[config.mk]
export PLATFORM = sky130hd
export DESIGN_NAME = discharge_fault_protection_config
export DESIGN_NICKNAME = d
export VERILOG_FILES = /design/src/dfp_pkg.sv /design/src/discharge_fault_protection_config.sv
export SDC_FILE = /design/constraint.sdc
export NUM_CORES = 1
export LEC_CHECK = 0
export BUFFER_PORTS_ARGS = -buffer_cell sky130_fd_sc_hd__buf_2
export CAP_MARGIN = 20
export CORE_MARGIN = 2
export CORE_UTILIZATION = 55
export DETAILED_ROUTE_END_ITERATION = 7
export GPL_TIMING_DRIVEN = 0
export PLACE_DENSITY = 0.72
export SLEW_MARGIN = 5
export SYNTH_ARGS = -nofsm -noshare
export SYNTH_HDL_FRONTEND = slang
export SYNTH_SLANG_ARGS = --single-unit
export TNS_END_PERCENT = 20
[constraint.sdc]
create_clock -name sys_clk_in -period 19.3 [get_ports sys_clk_in]
set_clock_uncertainty 0.05 [all_clocks]
set_input_delay 2.895 -clock sys_clk_in [delete_from_list [all_inputs] [get_ports sys_clk_in]]
set_output_delay 2.895 -clock sys_clk_in [all_outputs]
set_load 0.02 [all_outputs]
[src/dfp_pkg.sv]
// Constants, field layout and carrier types of the discharge fault protection block
package dfp_pkg;

  // Bus and datapath widths
  localparam int ADDR_W  = 4;
  localparam int DATA_W  = 8;
  localparam int SENSE_W = 12;
  localparam int THR_W   = 10;
  localparam int CNT_W   = 32;

  // Register offsets
  localparam logic [ADDR_W-1:0] ADDR_OC_THRESH  = 4'h0;
  localparam logic [ADDR_W-1:0] ADDR_OC_DELAY   = 4'h1;
  localparam logic [ADDR_W-1:0] ADDR_SC_CFG     = 4'h2;
  localparam logic [ADDR_W-1:0] ADDR_OC_TH_SET  = 4'h3;
  localparam logic [ADDR_W-1:0] ADDR_OC_DLY_SET = 4'h4;
  localparam logic [ADDR_W-1:0] ADDR_SC_SET     = 4'h5;
  localparam logic [ADDR_W-1:0] ADDR_CONTROL    = 4'h6;
  localparam logic [ADDR_W-1:0] ADDR_STATUS     = 4'h7;
  localparam logic [ADDR_W-1:0] ADDR_MASK       = 4'h8;
  localparam logic [ADDR_W-1:0] ADDR_LIVE       = 4'h9;

  // Reset values
  localparam logic [7:0] ACTIVE_RESET     = 8'h00;
  localparam logic [7:0] OC_TH_SET_RESET  = 8'h0F;
  localparam logic [7:0] OC_DLY_SET_RESET = 8'h0F;
  localparam logic [7:0] SC_SET_RESET     = 8'h0F;
  localparam logic [7:0] OC_TH_SET_MAX    = 8'h0F;

  // Field positions
  localparam int CTL_RANGE_BIT  = 0;
  localparam int CTL_DOUBLE_BIT = 1;
  localparam int CTL_RELOAD_BIT = 7;
  localparam int EVT_OC_BIT     = 0;
  localparam int EVT_SC_BIT     = 1;
  localparam int LIVE_BUSY_BIT  = 2;
  localparam int SC_DLY_LSB     = 4;
  localparam int SC_DLY_MSB     = 7;
  localparam int SC_THR_MSB     = 2;
  localparam int CODE_MSB       = 3;

  // Thresholds in mV
  localparam int OC_THR_BASE_MV     = 50;
  localparam int OC_THR_STEP_MV     = 10;
  localparam int OC_THR_BASE_LO_MV  = 25;
  localparam int OC_THR_STEP_LO_MV  = 5;
  localparam int SC_THR_BASE_MV     = 100;
  localparam int SC_THR_STEP_MV     = 50;
  localparam int SC_THR_BASE_LO_MV  = 50;
  localparam int SC_THR_STEP_LO_MV  = 25;

  // Delays in ms, and the clock rate they are counted at
  localparam int CLK_HZ            = 10_000_000;
  localparam int OC_DLY_BASE_MS    = 1;
  localparam int OC_DLY_STEP_MS    = 2;
  localparam int SC_DLY_STEP_MS    = 61;
  localparam int MS_CYCLES         = CLK_HZ / 1000;

  // Register bus request
  typedef struct packed {
    logic [ADDR_W-1:0] addr;
    logic [DATA_W-1:0] wdata;
    logic              wr;
    logic              rd;
  } reg_req_s;

  // Differential sense pair, mV codes
  typedef struct packed {
    logic [SENSE_W-1:0] sense_positive;
    logic [SENSE_W-1:0] sense_negative;
  } sense_pair_s;

  typedef enum logic [1:0] {ST_CLEAR, ST_LOAD, ST_RUN} load_state_e;

  // Whole state of the block
  typedef struct packed {
    load_state_e       st;
    logic [7:0]        overcurrent_threshold;
    logic [7:0]        overcurrent_delay;
    logic [7:0]        short_circuit_discharge_cfg;
    logic [7:0]        overcurrent_threshold_setting;
    logic [7:0]        overcurrent_delay_setting;
    logic [7:0]        short_circuit_setting;
    logic              sense_range_select;
    logic              short_delay_doubling;
    logic [1:0]        status;
    logic [1:0]        mask;
    logic [CNT_W-1:0]  oc_cnt;
    logic [CNT_W-1:0]  sc_cnt;
    logic              oc_held;
    logic              sc_held;
    logic [DATA_W-1:0] rdata;
    logic              irq;
    logic              oc_fault;
    logic              sc_fault;
  } dfp_state_s;

endpackage

[src/discharge_fault_protection_config.sv]
// Discharge overcurrent and short-circuit protection registers and fault timers
// Behaviour
// - The overcurrent threshold setting is a one-byte item, offset 11, limited to 0x00-0x0F, default 0x0F, copied into the threshold register.
// - Writing a setting leaves the active registers alone until a full reset or power reset reloads them.
// - Each active protection register comes out of power-on reset cleared to zero before loading.
// - The overcurrent threshold register uses bits 3..0 as its code and ignores bits 7..4.
// - The differential sense voltage in discharge is compared against the selected overcurrent threshold.
// - With range select clear, overcurrent codes give 50 mV to 200 mV in 10 mV steps.
// - With range select set, overcurrent codes give 25 mV to 100 mV in 5 mV steps.
// - The overcurrent delay setting is a one-byte item, offset 12, default 0x0F, loaded into the delay register.
// - The overcurrent delay code in bits 3..0 selects 1 ms to 31 ms in 2 ms steps.
// - The short-circuit setting is a one-byte item, offset 16, loaded into the short-circuit register.
// - The short-circuit register holds the delay code in bits 7..4, the threshold in bits 2..0, bit 3 unused.
// - The short-circuit delay code selects 0 ms to 915 ms in 61 ms steps.
// - With the doubling bit set, the short-circuit delay is twice the coded value.
// - With range select clear, short-circuit codes give 100 mV to 450 mV in 50 mV steps.
// - With range select set, short-circuit codes start at 50 mV and rise 25 mV per step.
//
// Our own choices: the strobed register port and the address map.
module discharge_fault_protection_config #(
  parameter int MS_CYCLES_P = dfp_pkg::MS_CYCLES
) (
  input  wire logic                      sys_clk_in,
  input  wire logic                      rst_n_in,
  input  wire dfp_pkg::reg_req_s         reg_req_in,
  input  wire dfp_pkg::sense_pair_s      sense_in,
  output logic [dfp_pkg::DATA_W-1:0]     reg_rdata_out,
  output logic                           irq_out,
  output logic                           oc_fault_out,
  output logic                           sc_fault_out
);

  dfp_pkg::dfp_state_s q;
  dfp_pkg::dfp_state_s d;

  logic signed [dfp_pkg::SENSE_W:0] diff_mv;
  logic [dfp_pkg::THR_W-1:0]        oc_thr_mv;
  logic [dfp_pkg::THR_W-1:0]        sc_thr_mv;
  logic [3:0]                       oc_code;
  logic [3:0]                       oc_dly_code;
  logic [3:0]                       sc_dly_code;
  logic [2:0]                       sc_thr_code;
  logic [31:0]                      oc_dly_ms;
  logic [31:0]                      sc_dly_ms;
  logic [dfp_pkg::CNT_W-1:0]        oc_target;
  logic [dfp_pkg::CNT_W-1:0]        sc_target;
  logic                             oc_over;
  logic                             sc_over;
  logic                             oc_trip;
  logic                             sc_trip;
  logic                             wr_hit;
  logic [1:0]                       evt_set;
  logic [1:0]                       evt_clr;

  // Code fields taken from the active registers only
  // low nibble code
  assign oc_code     = q.overcurrent_threshold[dfp_pkg::CODE_MSB:0];
  assign oc_dly_code = q.overcurrent_delay[dfp_pkg::CODE_MSB:0];
  assign sc_dly_code = q.short_circuit_discharge_cfg[dfp_pkg::SC_DLY_MSB:dfp_pkg::SC_DLY_LSB];
  assign sc_thr_code = q.short_circuit_discharge_cfg[dfp_pkg::SC_THR_MSB:0];

  // Threshold selection in mV; range select scales both tables
  always_comb begin
    oc_thr_mv = dfp_pkg::THR_W'(dfp_pkg::OC_THR_BASE_MV + dfp_pkg::OC_THR_STEP_MV * int'(oc_code));
    sc_thr_mv = dfp_pkg::THR_W'(dfp_pkg::SC_THR_BASE_MV
                + dfp_pkg::SC_THR_STEP_MV * int'(sc_thr_code));
    if (q.sense_range_select) begin
      oc_thr_mv = dfp_pkg::THR_W'(dfp_pkg::OC_THR_BASE_LO_MV
                  + dfp_pkg::OC_THR_STEP_LO_MV * int'(oc_code));
      sc_thr_mv = dfp_pkg::THR_W'(dfp_pkg::SC_THR_BASE_LO_MV
                  + dfp_pkg::SC_THR_STEP_LO_MV * int'(sc_thr_code));
    end
  end

  // Differential voltage; only the discharge direction (positive) can trip
  // compare against threshold
  assign diff_mv = $signed({1'b0, sense_in.sense_positive}) - $signed({1'b0, sense_in.sense_negative});
  assign oc_over = (diff_mv >= $signed({3'b000, oc_thr_mv})) && (q.st == dfp_pkg::ST_RUN);
  assign sc_over = (diff_mv >= $signed({3'b000, sc_thr_mv})) && (q.st == dfp_pkg::ST_RUN);

  // Delay targets in clock cycles
  always_comb begin
    // 1 ms plus 2 ms per code
    oc_dly_ms = 32'(dfp_pkg::OC_DLY_BASE_MS + dfp_pkg::OC_DLY_STEP_MS * int'(oc_dly_code));
    sc_dly_ms = 32'(dfp_pkg::SC_DLY_STEP_MS * int'(sc_dly_code));
    if (q.short_delay_doubling) begin
      sc_dly_ms = {sc_dly_ms[30:0], 1'b0};
    end
    oc_target = dfp_pkg::CNT_W'(oc_dly_ms * 32'(MS_CYCLES_P));
    sc_target = dfp_pkg::CNT_W'(sc_dly_ms * 32'(MS_CYCLES_P));
  end

  // Qualification: the counter must reach its target with no gap in the indication
  // continuous assertion required
  assign oc_trip = oc_over && (q.oc_cnt >= oc_target) && !q.oc_held;
  assign sc_trip = sc_over && (q.sc_cnt >= sc_target) && !q.sc_held;

  // Event and clear vectors for the sticky status
  assign wr_hit  = reg_req_in.wr && (reg_req_in.addr == dfp_pkg::ADDR_STATUS);
  assign evt_set = {sc_trip, oc_trip};
  assign evt_clr = wr_hit ? reg_req_in.wdata[1:0] : 2'b00;

  // Next-state logic for the whole block
  always_comb begin
    d = q;

    // Load sequence: cleared registers first, then the settings are copied in
    case (q.st)
      dfp_pkg::ST_CLEAR: begin
        d.overcurrent_threshold       = dfp_pkg::ACTIVE_RESET;
        d.overcurrent_delay           = dfp_pkg::ACTIVE_RESET;
        d.short_circuit_discharge_cfg = dfp_pkg::ACTIVE_RESET;
        d.st                          = dfp_pkg::ST_LOAD;
      end
      dfp_pkg::ST_LOAD: begin
        d.overcurrent_threshold       = q.overcurrent_threshold_setting & 8'h0F;
        d.overcurrent_delay           = q.overcurrent_delay_setting & 8'h0F;
        d.short_circuit_discharge_cfg = q.short_circuit_setting & 8'hF7;
        d.st                          = dfp_pkg::ST_RUN;
      end
      dfp_pkg::ST_RUN: begin
        d.st = dfp_pkg::ST_RUN;
      end
      default: begin
        d.st = dfp_pkg::ST_CLEAR;
      end
    endcase

    // Qualification counters restart on any drop of the indication
    // restart on drop
    if (oc_over) begin
      if (q.oc_cnt < oc_target) begin
        d.oc_cnt = q.oc_cnt + dfp_pkg::CNT_W'(1);
      end
    end else begin
      d.oc_cnt = '0;
    end
    if (sc_over) begin
      if (q.sc_cnt < sc_target) begin
        d.sc_cnt = q.sc_cnt + dfp_pkg::CNT_W'(1);
      end
    end else begin
      d.sc_cnt = '0;
    end
    // Held flags stop one long fault from firing again each cycle
    d.oc_held = oc_over && (q.oc_held || oc_trip);
    d.sc_held = sc_over && (q.sc_held || sc_trip);

    // Register writes
    if (reg_req_in.wr) begin
      case (reg_req_in.addr)
        dfp_pkg::ADDR_OC_THRESH: begin
          d.overcurrent_threshold = {4'h0, reg_req_in.wdata[dfp_pkg::CODE_MSB:0]};
        end
        dfp_pkg::ADDR_OC_DELAY: begin
          d.overcurrent_delay = {4'h0, reg_req_in.wdata[dfp_pkg::CODE_MSB:0]};
        end
        dfp_pkg::ADDR_SC_CFG: begin
          d.short_circuit_discharge_cfg = reg_req_in.wdata & 8'hF7;
        end
        dfp_pkg::ADDR_OC_TH_SET: begin
          if (reg_req_in.wdata > dfp_pkg::OC_TH_SET_MAX) begin
            d.overcurrent_threshold_setting = dfp_pkg::OC_TH_SET_MAX;
          end else begin
            d.overcurrent_threshold_setting = reg_req_in.wdata;
          end
        end
        dfp_pkg::ADDR_OC_DLY_SET: begin
          d.overcurrent_delay_setting = reg_req_in.wdata;
        end
        dfp_pkg::ADDR_SC_SET: begin
          d.short_circuit_setting = reg_req_in.wdata;
        end
        dfp_pkg::ADDR_CONTROL: begin
          d.sense_range_select   = reg_req_in.wdata[dfp_pkg::CTL_RANGE_BIT];
          d.short_delay_doubling = reg_req_in.wdata[dfp_pkg::CTL_DOUBLE_BIT];
          if (reg_req_in.wdata[dfp_pkg::CTL_RELOAD_BIT]) begin
            d.st      = dfp_pkg::ST_CLEAR;
            d.oc_cnt  = '0;
            d.sc_cnt  = '0;
            d.oc_held = 1'b0;
            d.sc_held = 1'b0;
          end
        end
        dfp_pkg::ADDR_MASK: begin
          d.mask = reg_req_in.wdata[1:0];
        end
        default: begin
          d.mask = q.mask;
        end
      endcase
    end

    // Sticky status: a trip in the clearing cycle survives the clear
    // separate sticky flags
    d.status = (q.status & ~evt_clr) | evt_set;

    // Read data stands in the cycle after the strobe only
    d.rdata = '0;
    if (reg_req_in.rd) begin
      case (reg_req_in.addr)
        dfp_pkg::ADDR_OC_THRESH:  d.rdata = q.overcurrent_threshold;
        dfp_pkg::ADDR_OC_DELAY:   d.rdata = q.overcurrent_delay;
        dfp_pkg::ADDR_SC_CFG:     d.rdata = q.short_circuit_discharge_cfg;
        dfp_pkg::ADDR_OC_TH_SET:  d.rdata = q.overcurrent_threshold_setting;
        dfp_pkg::ADDR_OC_DLY_SET: d.rdata = q.overcurrent_delay_setting;
        dfp_pkg::ADDR_SC_SET:     d.rdata = q.short_circuit_setting;
        dfp_pkg::ADDR_CONTROL:    d.rdata = {6'h00, q.short_delay_doubling, q.sense_range_select};
        dfp_pkg::ADDR_STATUS:     d.rdata = {6'h00, q.status};
        dfp_pkg::ADDR_MASK:       d.rdata = {6'h00, q.mask};
        dfp_pkg::ADDR_LIVE:       d.rdata = {5'h00, (q.st != dfp_pkg::ST_RUN), sc_over, oc_over};
        default:                  d.rdata = '0;
      endcase
    end

    // Outputs: interrupt level and fault pulses, all registered
    d.irq      = |(d.status & d.mask);
    d.oc_fault = oc_trip;
    d.sc_fault = sc_trip;
  end

  // State register; settings reset to their stored defaults
  always_ff @(posedge sys_clk_in or negedge rst_n_in) begin
    if (!rst_n_in) begin
      q.st                            <= dfp_pkg::ST_CLEAR;
      q.overcurrent_threshold         <= dfp_pkg::ACTIVE_RESET;
      q.overcurrent_delay             <= dfp_pkg::ACTIVE_RESET;
      q.short_circuit_discharge_cfg   <= dfp_pkg::ACTIVE_RESET;
      q.overcurrent_threshold_setting <= dfp_pkg::OC_TH_SET_RESET;
      q.overcurrent_delay_setting     <= dfp_pkg::OC_DLY_SET_RESET;
      q.short_circuit_setting         <= dfp_pkg::SC_SET_RESET;
      q.sense_range_select            <= 1'b0;
      q.short_delay_doubling          <= 1'b0;
      q.status                        <= 2'b00;
      q.mask                          <= 2'b00;
      q.oc_cnt                        <= '0;
      q.sc_cnt                        <= '0;
      q.oc_held                       <= 1'b0;
      q.sc_held                       <= 1'b0;
      q.rdata                         <= '0;
      q.irq                           <= 1'b0;
      q.oc_fault                      <= 1'b0;
      q.sc_fault                      <= 1'b0;
    end else begin
      q <= d;
    end
  end

  assign reg_rdata_out = q.rdata;
  assign irq_out       = q.irq;
  assign oc_fault_out  = q.oc_fault;
  assign sc_fault_out  = q.sc_fault;

endmodule

==> flow_summary_export.csv <==
group,metric,value,unit
job,maxCapViolations,0,
critical_path,r2r_start,"q[112]",
drt,via_per_inst,5.62,
critical_path,critPathLaunch,"q[112]",
run_status,status,"finished, final reports clean",
grt,overflow,0,
clock_network,cts_resized,0,
floorplan,pin_count,51,
drt,wire_per_inst,15.9,um
timing,holdWs,0.427,ns
synthesis,synth-edff-count,0,
timing,hold_viol_final,0,
layout,diodes,0,
clock_network,cts_hold_buf,0,
timing,finalCritPeriodShare,0.493,
placement,hpwl,19800,um
critical_path,rr_worst_depth,36,
critical_path,crit_end,"irq_out",
drt,drt-total-wl,26000,um
critical_path,cpPeakStageDelay,0.71,ns
timing,finalMaxSlewViolations,0,
timing,worst_slew_pin_slew,1.10,ns
floorplan,num_rows,53,
clock_network,clockRootBuffer,"clkbuf_16",
critical_path,start_kind,"flip-flop",
layout,final_nets,1596,
synthesis,synth-seq-cells,133,
critical_path,cpMaxStageDelayCell,"nor4_1",
grt,gr-usage-all-layers,0.243,
floorplan,core,20800,sq um
critical_path,cp.arrival,9.83,ns
critical_path,ff2ff_setup_slack,9.78,ns
timing,slew_headroom,0.259,
timing,fin_ws,9.78,ns
placement,port_buffers,47,
floorplan,die_h,149,um
clock_network,cts_setup_buffers,0,
placement,place_ws,9.79,ns
clock_network,htreeDepth,4,
floorplan,initial_core_util,0.556,
grt,antenna_found_initial,0,
synthesis,synth-seq-area-share,0.289,
critical_path,cp.required,19.61,ns
critical_path,crit_type,"flip-flop to flip-flop",
synthesis,synth_warnings,0,
timing,setup_viol,0,
floorplan,fp.dieArea,22200,sq um
worst_hold_path,hp-class,"flip-flop to flip-flop",
grt,grt_pass1_vias,8987,
clock_network,cts_buffers,17,
grt,grt_max_degree,68,
clock_network,insertion_delay,0.43,ns
timing,grt_setup_unrepaired,"false",
drt,via_count,9160,
synthesis,async_flop_share,1.00,
grt,grt_pass1_wl,43400,um
clock_network,cts_sinks,133,
drt,first_pass_iters,6,
drt,postRouteAntennaNets,0,
synthesis,syn_area,11600,sq um
critical_path,cp-end-kind,"flip-flop",
timing,tns,0,ns
floorplan,die_w,149,um
clock_network,clk_pin_slew_worst_paths,0.07,ns
drt,drc,0,
synthesis,synthCells,1273,
clock_network,cts_tree,"built",
placement,place_congestion,0.909,
clock_network,clock_path_buffers,2,
critical_path,reg2reg_to,"irq_out",
layout,syn_to_final_growth,10.6,%
timing,fmax,105,MHz
synthesis,synth_top_flop_cell,"dfrtp_1",
drt,drt_iter0_drc,474,
critical_path,cp_common_cell,"inv_1",
critical_path,critPathMaxFanout,7,
layout,utilization,0.615,
synthesis,synth.distinct_cells,69,
timing,period_minus_slack,9.52,ns
layout,drive_gt1_frac,0.112,
synthesis,syn_avg_cell_area,9.09,sq um
synthesis,synth.net_count,1528,
state kept, by name (all words and copies together) (netlist names):
register,count
irq_out,1
q,114
oc_code,4
oc_fault_out,1
sc_fault_out,1
reg_rdata_out,8
oc_dly_code,4
per-layer routing:
metal / share of wire / up-vias / track usage
met2: 0.47 / 233 / 0.403
met5: 0 / - / 0
met3: 0.050 / 50 / 0.0385
met4: 0.024 / 0 / 0.0819
met1: 0.45 / 4363 / 0.326
li1: - / 4514 / -
cells in the final DEF, fill, tap and decap left out, types with 28 or more instances in the layout:
master | netlist | routed
mux2_2 | 29 | 29
buf_2 | 6 | 52
o21ai_0 | 56 | 56
xor2_1 | 53 | 53
fa_1 | 28 | 28
nand3_1 | 38 | 38
a21oi_1 | 81 | 81
ha_1 | 187 | 187
dfrtp_1 | 121 | 121
xnor2_1 | 42 | 42
nor2_1 | 112 | 112
inv_1 | 141 | 141
nand2_1 | 82 | 82
cell type report:
type                            instances  area [sq um]
Multi-Input combinational cell        954          7490
Buffer                                 43           208
Tap cell                              275           344
Clock inverter                         15           183
Timing Repair Buffer                   49           277
Inverter                              143           537
Fill cell                            1794          8020
Clock buffer                           17           425
Sequential cell                       133          3340
cells in the mapped netlist, types with 8 or more instances:
cell / instances / share of area
a31oi_1: 10 / 0.0054
nand3_1: 38 / 0.016
inv_1: 141 / 0.046
o21ai_0: 56 / 0.024
ha_1: 187 / 0.20
nand4_1: 14 / 0.0076
nor2b_1: 16 / 0.0086
nand2b_1: 13 / 0.0070
a21o_1: 17 / 0.011
a21oi_1: 81 / 0.035
and4_1: 10 / 0.0076
and3_1: 15 / 0.0081
dfstp_2: 12 / 0.027
nor2_1: 112 / 0.036
nor3_1: 21 / 0.0091
xnor2_1: 42 / 0.032
xor2_1: 53 / 0.040
nand2_1: 82 / 0.027
mux2_2: 29 / 0.028
dfrtp_1: 121 / 0.26
nor4_1: 8 / 0.0043
and2_1: 23 / 0.012
clkbuf_1: 23 / 0.0075
mux2i_1: 18 / 0.016
fa_1: 28 / 0.048
buf_4: 10 / 0.0065
logic make-up (layout without fill, tap and decap cells):
logic type / after synthesis / after routing / share of synthesized area
buffers and inverters: 186 / 267 / 0.0643
muxes: 47 / 47 / 0.0438
and+or+nand+nor: 387 / 387 / 0.171
xor gates and xnor gates: 95 / 95 / 0.0719
AOI/OAI and AO/OA: 210 / 210 / 0.110
DFF: 133 / 133 / 0.289
adders and majority gates: 215 / 215 / 0.251
worst min-delay path by stage:
stage,slack (ns),startpoint,depth (start not counted),to
after global routing,0.45,q[70],1,q[70]
after floorplan,0.38,q[11],1,sc_fault_out
after CTS,0.44,q[70],1,q[70]
after global placement,0.41,q[71],1,q[71]
after detailed placement,0.41,q[70],1,q[70]
final,0.43,q[70],1,q[70]
critical path: cells and delay by family, from the launching register on:
family                     cells  cell delay [ns]
AOI/OAI and AO/OA              7             1.80
xor gates and xnor gates       2             0.29
adders and majority gates     10             4.04
buffers and inverters          8             0.45
DFF                            1             0.49
and+or+nand+nor                9             2.33
stage by stage:
| stage | instances | cell area [sq um] |
|---|---|---|
| floorplan | 1273 | 11600 |
| global placement | 1595 | 12200 |
| detailed placement | 1597 | 12200 |
| CTS | 1629 | 12800 |
| global route | 1629 | 12800 |
| finish | 1629 | 12800 |
Power is not shown: default switching activity piles up to over one toggle a cycle in this logic, so the estimate is an artifact.
